### src/core/i2c_target_regs.vh
`ifndef I2C_TARGET_REGS_VH
`define I2C_TARGET_REGS_VH
// Target addresses selected by the address strap
`define ADDR_STRAP_HIGH 7'h1d
`define ADDR_STRAP_LOW 7'h53
// Bus speeds supported, in kHz
`define SPEED_STD_KHZ 100
`define SPEED_FAST_KHZ 400
// System clock rate, in kHz
`define CLK_SYS_KHZ 10000
// Least system cycles per SCL period at fast mode (rounded down)
`define SCL_FAST_CYCLES (`CLK_SYS_KHZ / `SPEED_FAST_KHZ)
// Reset value of the register pointer
`define PTR_RESET 8'h00
`endif

### src/core/accel_i2c_target_port.v
`timescale 1ns/1ps
// How it works
// - Two-wire target mode while chip select high.
// - Accept standard and fast bus speeds.
// - Handle single and multi-byte transfers.
// - Strap high answers address 0x1d.
// - Strap low answers address 0x53.
`include "i2c_target_regs.vh"
module accel_i2c_target_port #(
  parameter PTR_W = 8,
  parameter DATA_W = 8
) (
  // Clock and reset
  input wire clk_sys_i,
  input wire srst_i,
  // Pins
  input wire cs_n_i,
  input wire bus_address_strap_i,
  input wire scl_i,
  input wire sda_i,
  output wire sda_o,
  output wire sda_oe_n_o,
  // Internal register file side
  output reg [PTR_W-1:0] reg_addr_o,
  output reg [DATA_W-1:0] reg_wdata_o,
  output reg reg_wr_o,
  output reg reg_rd_o,
  input wire [DATA_W-1:0] reg_rdata_i,
  output reg busy_o
);

  ////////////////////////////////////////////////////////////////////////////
  // Engine states: idle, address byte, target ack, receive, transmit and
  // the controller's ack slot after each transmitted byte
  localparam ST_IDLE = 3'd0;
  localparam ST_ADDR = 3'd1;
  localparam ST_ACK = 3'd2;
  localparam ST_RX = 3'd3;
  localparam ST_TX = 3'd4;
  localparam ST_TXACK = 3'd5;

  // Engine state and the sampled pin history used for edge detection
  reg [2:0] state_r;
  reg scl_d_r;
  reg sda_d_r;
  reg [2:0] bit_cnt_r;
  reg [7:0] shift_r;
  // Direction, pointer phase and the open-drain pull request
  reg rw_r;
  reg got_ptr_r;
  reg drive_low_r;
  reg ack_pend_r;
  reg [2:0] ack_next_r;

  // Deselect forces the engine idle, so traffic meant for other parts of a
  // shared bus cannot be taken for a start condition
  wire i2c_mode = cs_n_i;
  wire scl_rise = scl_i & ~scl_d_r;
  wire scl_fall = ~scl_i & scl_d_r;
  // Edge detection on sampled pins works to 400 kHz with 25 cycles per period
  wire start_cond = scl_i & scl_d_r & sda_d_r & ~sda_i;
  wire stop_cond = scl_i & scl_d_r & ~sda_d_r & sda_i;
  // Start and stop are only legal with SCL held high across two samples;
  // the controller must keep each SCL phase at least two clocks long

  ////////////////////////////////////////////////////////////////////////////
  // Address compare against the strap-selected target address
  function addr_hit;
    input [6:0] got;
    input strap;
    begin
      addr_hit = (got == (strap ? `ADDR_STRAP_HIGH : `ADDR_STRAP_LOW));
    end
  endfunction

  // Pointer step, shared by the write and read paths; wraps at the top
  function [PTR_W-1:0] ptr_step;
    input [PTR_W-1:0] ptr;
    begin
      ptr_step = ptr + {{(PTR_W-1){1'b0}}, 1'b1};
    end
  endfunction

  // Open drain: only ever pull low. The data output is tied low and the
  // enable alone decides the line, so the device can never drive it high
  // against another pull on the bus
  assign sda_o = 1'b0;
  assign sda_oe_n_o = ~drive_low_r;

  ////////////////////////////////////////////////////////////////////////////
  // Pin history
  always @(posedge clk_sys_i) begin
    if (srst_i) begin
      scl_d_r <= 1'b1;
      sda_d_r <= 1'b1;
    end else begin
      scl_d_r <= scl_i;
      sda_d_r <= sda_i;
    end
  end

  ////////////////////////////////////////////////////////////////////////////
  // Transfer engine
  always @(posedge clk_sys_i) begin
    reg_wr_o <= 1'b0;
    reg_rd_o <= 1'b0;
    // Deselect acts exactly as reset; the pointer returns to its reset value
    if (srst_i || !i2c_mode) begin
      state_r <= ST_IDLE;
      bit_cnt_r <= 3'd0;
      shift_r <= 8'h00;
      rw_r <= 1'b0;
      got_ptr_r <= 1'b0;
      drive_low_r <= 1'b0;
      ack_pend_r <= 1'b0;
      ack_next_r <= ST_IDLE;
      reg_addr_o <= `PTR_RESET;
      reg_wdata_o <= {DATA_W{1'b0}};
      busy_o <= 1'b0;
    end else if (start_cond) begin
      // Repeated start keeps the pointer for a read after a pointer write
      state_r <= ST_ADDR;
      bit_cnt_r <= 3'd0;
      drive_low_r <= 1'b0;
      got_ptr_r <= 1'b0;
      busy_o <= 1'b1;
    end else if (stop_cond) begin
      // Stop ends any transfer; the pointer is kept for the next one
      state_r <= ST_IDLE;
      drive_low_r <= 1'b0;
      busy_o <= 1'b0;
    end else begin
      case (state_r)
        // Wait for a start; nothing on the bus is driven
        ST_IDLE: begin
          drive_low_r <= 1'b0;
        end
        // Shift in on SCL rise; decide the ack on the fall after bit eight.
        // The first byte after the address is the pointer, the rest are data
        ST_ADDR, ST_RX: begin
          if (scl_rise) begin
            shift_r <= {shift_r[6:0], sda_i};
            bit_cnt_r <= bit_cnt_r + 3'd1;
            ack_pend_r <= (bit_cnt_r == 3'd7);
          end else if (scl_fall && ack_pend_r) begin
            ack_pend_r <= 1'b0;
            if (state_r == ST_ADDR) begin
              if (addr_hit(shift_r[7:1], bus_address_strap_i)) begin
                rw_r <= shift_r[0];
                drive_low_r <= 1'b1;
                state_r <= ST_ACK;
                ack_next_r <= shift_r[0] ? ST_TX : ST_RX;
              end else begin
                state_r <= ST_IDLE;
              end
            end else begin
              drive_low_r <= 1'b1;
              state_r <= ST_ACK;
              ack_next_r <= ST_RX;
              if (!got_ptr_r) begin
                reg_addr_o <= shift_r[PTR_W-1:0];
                got_ptr_r <= 1'b1;
              end else begin
                reg_wdata_o <= shift_r[DATA_W-1:0];
                reg_wr_o <= 1'b1;
              end
            end
          end
        end
        // Hold the ack low for the whole ninth clock, release on its fall
        // and load the first read bit there when the transfer is a read
        ST_ACK: begin
          if (scl_fall) begin
            drive_low_r <= 1'b0;
            bit_cnt_r <= 3'd0;
            state_r <= ack_next_r;
            if (ack_next_r == ST_TX) begin
              shift_r <= reg_rdata_i;
              reg_rd_o <= 1'b1;
              drive_low_r <= ~reg_rdata_i[7];
            end
          end
          // Advance after a written data byte once its strobe has issued;
          // the register file has taken the byte at the old pointer by then
          if (reg_wr_o) begin
            reg_addr_o <= ptr_step(reg_addr_o);
          end
        end
        // Present each bit one clock after SCL falls; the pointer moves on
        // as soon as the last bit is out, ready for a following byte
        ST_TX: begin
          if (scl_fall) begin
            if (bit_cnt_r == 3'd7) begin
              drive_low_r <= 1'b0;
              state_r <= ST_TXACK;
              reg_addr_o <= ptr_step(reg_addr_o);
            end else begin
              shift_r <= {shift_r[6:0], 1'b0};
              drive_low_r <= ~shift_r[6];
              bit_cnt_r <= bit_cnt_r + 3'd1;
            end
          end
        end
        ST_TXACK: begin
          // Controller ack means another byte; nack ends the read
          if (scl_rise) begin
            state_r <= sda_i ? ST_IDLE : ST_ACK;
            ack_next_r <= ST_TX;
          end
        end
        default: state_r <= ST_IDLE;
      endcase
    end
  end

endmodule

### config.mk
export PLATFORM = sky130hd
export DESIGN_NAME = accel_i2c_target_port
export DESIGN_NICKNAME = d
export VERILOG_FILES = /design/src/core/accel_i2c_target_port.v
export VERILOG_INCLUDE_DIRS = /design/src /design/src/core
export SDC_FILE = /design/constraint.sdc
export NUM_CORES = 1
export LEC_CHECK = 0
export BUFFER_PORTS_ARGS = -buffer_cell sky130_fd_sc_hd__buf_2
export CELL_PAD_IN_SITES_DETAIL_PLACEMENT = 0
export CELL_PAD_IN_SITES_GLOBAL_PLACEMENT = 2
export CORE_ASPECT_RATIO = 1.5
export CORE_MARGIN = 5
export CORE_UTILIZATION = 36
export DETAILED_ROUTE_END_ITERATION = 10
export PLACE_DENSITY = 0.86
export SLEW_MARGIN = 30
export SYNTH_ARGS = -nofsm -noshare
export SYNTH_HDL_FRONTEND = slang
export SYNTH_SLANG_ARGS = --single-unit
### constraint.sdc
create_clock -name clk_sys_i -period 5.15 [get_ports clk_sys_i]
set_input_delay 0.2575 -clock clk_sys_i [delete_from_list [all_inputs] [get_ports clk_sys_i]]
set_output_delay 0.2575 -clock clk_sys_i [all_outputs]
set_load 0.02 [all_outputs]
==> impl_metrics.json <==
{
  "status": "finished clean",
  "fin_skew_ps": 5.97,
  "yosysWarnings": 0,
  "path_clk_slew_ps": 90,
  "grt_max_degree": 29,
  "via_per_inst": 5.82,
  "cp_data_arrival_time_ps": 2630,
  "yosysMostFrequentCell": "dfxtp_1",
  "clockBufferDepth": 2,
  "tns_ps": 0,
  "htree_levels": 2,
  "nets": 310,
  "syn_area_mm2": 0.00232,
  "synthesis.nets": 288,
  "synth.top_cell.area_share_pct": 34.6,
  "start_util_pct": 37.3,
  "cts_hold_buf": 0,
  "power_density_mw_per_mm2": 243,
  "coreArea_mm2": 0.00622,
  "num_vias": 2143,
  "drv_cap": 0,
  "ctsResizeCount": 0,
  "firstDrtPassIters": 4,
  "drt_wl_total_mm": 6.42,
  "drive_gt1_share_pct": 19.7,
  "cts_tree": "done",
  "die_w_um": 75.5,
  "tightestPinTransition_ps": 915,
  "finalCritPeriodShare_pct": 47.1,
  "final_antenna_net_count": 0,
  "ys_seq_area_share_pct": 34.6,
  "r2r_slack_ps": 2720,
  "total_power_w": 0.000631,
  "hold_class": "input pin to flop",
  "rsz0062_at_grt": "no",
  "fmax_ghz": 0.412,
  "drt_iter0_markers": 144,
  "slew_headroom_pct": 38.9,
  "clock_sink_count": 40,
  "yosysTopAreaCell": "dfxtp_1",
  "startpoint_type": "flop",
  "cts_buffers": 5,
  "die_h_um": 108,
  "netlist_instances": 271,
  "r2r_end": "reg_addr_o[5]$_SDFFE_PP0P_",
  "port_buffers": 33,
  "overflow": 0,
  "critPathKind": "flop to flop",
  "r2r-start": "state_r[2]$_SDFFE_PP0P_",
  "areaGrowthSynthToFinish_pct": 12.1,
  "wire_per_inst_um": 17.5,
  "slew_violations": 0,
  "gp_congestion": 0.875,
  "antenna_found_initial": 0,
  "row_count": 35,
  "synth_edf_count": 0,
  "ir_drop_mv": 0.128,
  "clk_latency_ps": 300,
  "netlist_top_cells_count": "dfxtp_1, nor2_1, a21oi_1",
  "holdPathEnd": "scl_d_r$_SDFF_PP1_",
  "yosys-top-cells-area": "dfxtp_1, mux2i_1, a21oi_1",
  "worstHoldStart": "srst_i",
  "synthArstFlopShare_pct": 0,
  "finalCriticalPeriod_ps": 2430,
  "holdPathStages": 2,
  "required_ps": 5350,
  "drc": 0,
  "dp_hpwl_mm": 4.60,
  "synth_cell_types": 63,
  "diodes": 0,
  "die-area_mm2": 0.00817,
  "synth_seq_cells": 40,
  "final-hold-violation-count": 0,
  "power.leakage_nw": 0.950,
  "root_buffer": "clkbuf_8",
  "syn_avg_cell_area_um2": 8.55,
  "utilization_pct": 41.8,
  "track_usage_pct": 16.9,
  "num_io_pins": 35,
  "synth_top_flop_cell": "dfxtp_1",
  "final.fill_count": 660,
  "rr_worst_depth": 5,
  "grt_pass1_vias": 2048,
  "setup_viol": 0,
  "post_cts_buffers": 0,
  "crit_fanout": 28,
  "crit_path_end_kind": "flop",
  "grt_pass1_wl_mm": 10.5
}
-- cell usage in the layout, fill, tap and decap left out, types with 2 or more instances in the layout --
| cell type | instances |
|---|---|
| a211o_1 | 2 |
| a211oi_1 | 4 |
| a21oi_1 | 26 |
| a311oi_1 | 9 |
| a31oi_1 | 2 |
| and2_1 | 3 |
| and4bb_2 | 2 |
| buf_2 | 33 |
| clkbuf_8 | 5 |
| dfxtp_1 | 40 |
| ha_1 | 3 |
| inv_1 | 4 |
| mux2i_1 | 17 |
| nand2_1 | 17 |
| nand2b_1 | 9 |
| nand3_1 | 10 |
| nand3b_1 | 2 |
| nand4b_1 | 2 |
| nor2_1 | 27 |
| nor2b_1 | 3 |
| nor3_1 | 5 |
| nor3b_1 | 5 |
| nor4_1 | 2 |
| nor4b_1 | 2 |
| o211a_1 | 2 |
| o21a_1 | 3 |
| o21ai_0 | 6 |
| o221a_2 | 3 |
| o311ai_1 | 4 |
| o31a_1 | 2 |
| o31ai_1 | 5 |
| or2_2 | 2 |
-- per-layer routing --
layer | GRT usage [%] | part of all wire, % | up-vias
met2 | 27.4 | 51 | 53
met5 | 0 | 0 | -
met1 | 21.6 | 42 | 1024
li1 | - | - | 1054
met4 | 6.75 | 2.6 | 0
met3 | 3.07 | 3.8 | 12
-- worst max-delay path: stages (launching register included) --
cell and delay, ps:
dfxtp_1 930, nor2b_4 130, a221oi_2 450, o211a_1 290
nand2_1 200, o221a_2 330
-- report_power, final --
part	switching [W]	leakage (nW)	internal, W
combinational	0.0000261	0.572	0.0000150
clock	0.000128	0.0548	0.000146
sequential	0.00000486	0.323	0.000311
-- logic make-up after synthesis --
logic type | count (synthesis) | synth area share, %
AND/OR/NAND/NOR | 101 | 23.8
AO/OA/AOI/OAI | 83 | 26.5
flip-flops | 40 | 34.6
buffers and inverters | 24 | 5.24
multiplexers | 18 | 7.83
adder cells (fa/ha/maj) | 3 | 1.62
other | 1 | 0.162
XOR/XNOR | 1 | 0.378
-- flip-flops by register name (all words and copies together) (netlist names), 2 cells and up --
signal,flops
reg_addr_o,8
shift_r,8
state_r,3
bit_cnt_r,3
ack_next_r,2
reg_wdata_o,8
-- worst max path at each step --
stage | startpoint | endpoint | slack [ps] | depth (start not counted)
final | state_r[2]$_SDFFE_PP0P_ | reg_addr_o[5]$_SDFFE_PP0P_ | 2720 | 5
after floorplan | bit_cnt_r[0]$_SDFFE_PP0P_ | reg_addr_o[5]$_SDFFE_PP0P_ | 3330 | 7
after detailed placement | state_r[2]$_SDFFE_PP0P_ | reg_addr_o[5]$_SDFFE_PP0P_ | 2750 | 5
after CTS | state_r[2]$_SDFFE_PP0P_ | reg_addr_o[5]$_SDFFE_PP0P_ | 2720 | 5
after global placement | state_r[1]$_SDFFE_PP0P_ | shift_r[7]$_SDFFE_PP0P_ | 2580 | 5
after global routing | state_r[2]$_SDFFE_PP0P_ | shift_r[0]$_SDFFE_PP0P_ | 2470 | 5
-- stage by stage --
stage	cells	cell area, um^2	setup slack (ps)	hold slack (ps)
final	368	2600	2720	179
after floorplan	271	2320	3330	361
after global routing	368	2600	2470	184
after CTS	368	2600	2720	169
after detailed placement	360	2480	2750	443
after global placement	360	2480	2580	440
-- cell type report --
class | instances | area (um^2) | area share [%]
timing repair buffer | 34 | 173 | 6.65
tap | 74 | 92.6 | 3.56
clock buffer | 5 | 68.8 | 2.65
multi-input combinational | 207 | 1400 | 53.8
inverter | 5 | 18.8 | 0.723
sequential | 40 | 801 | 30.8
clock inverter | 3 | 46.3 | 1.78
(Power assumes the default switching activity.)
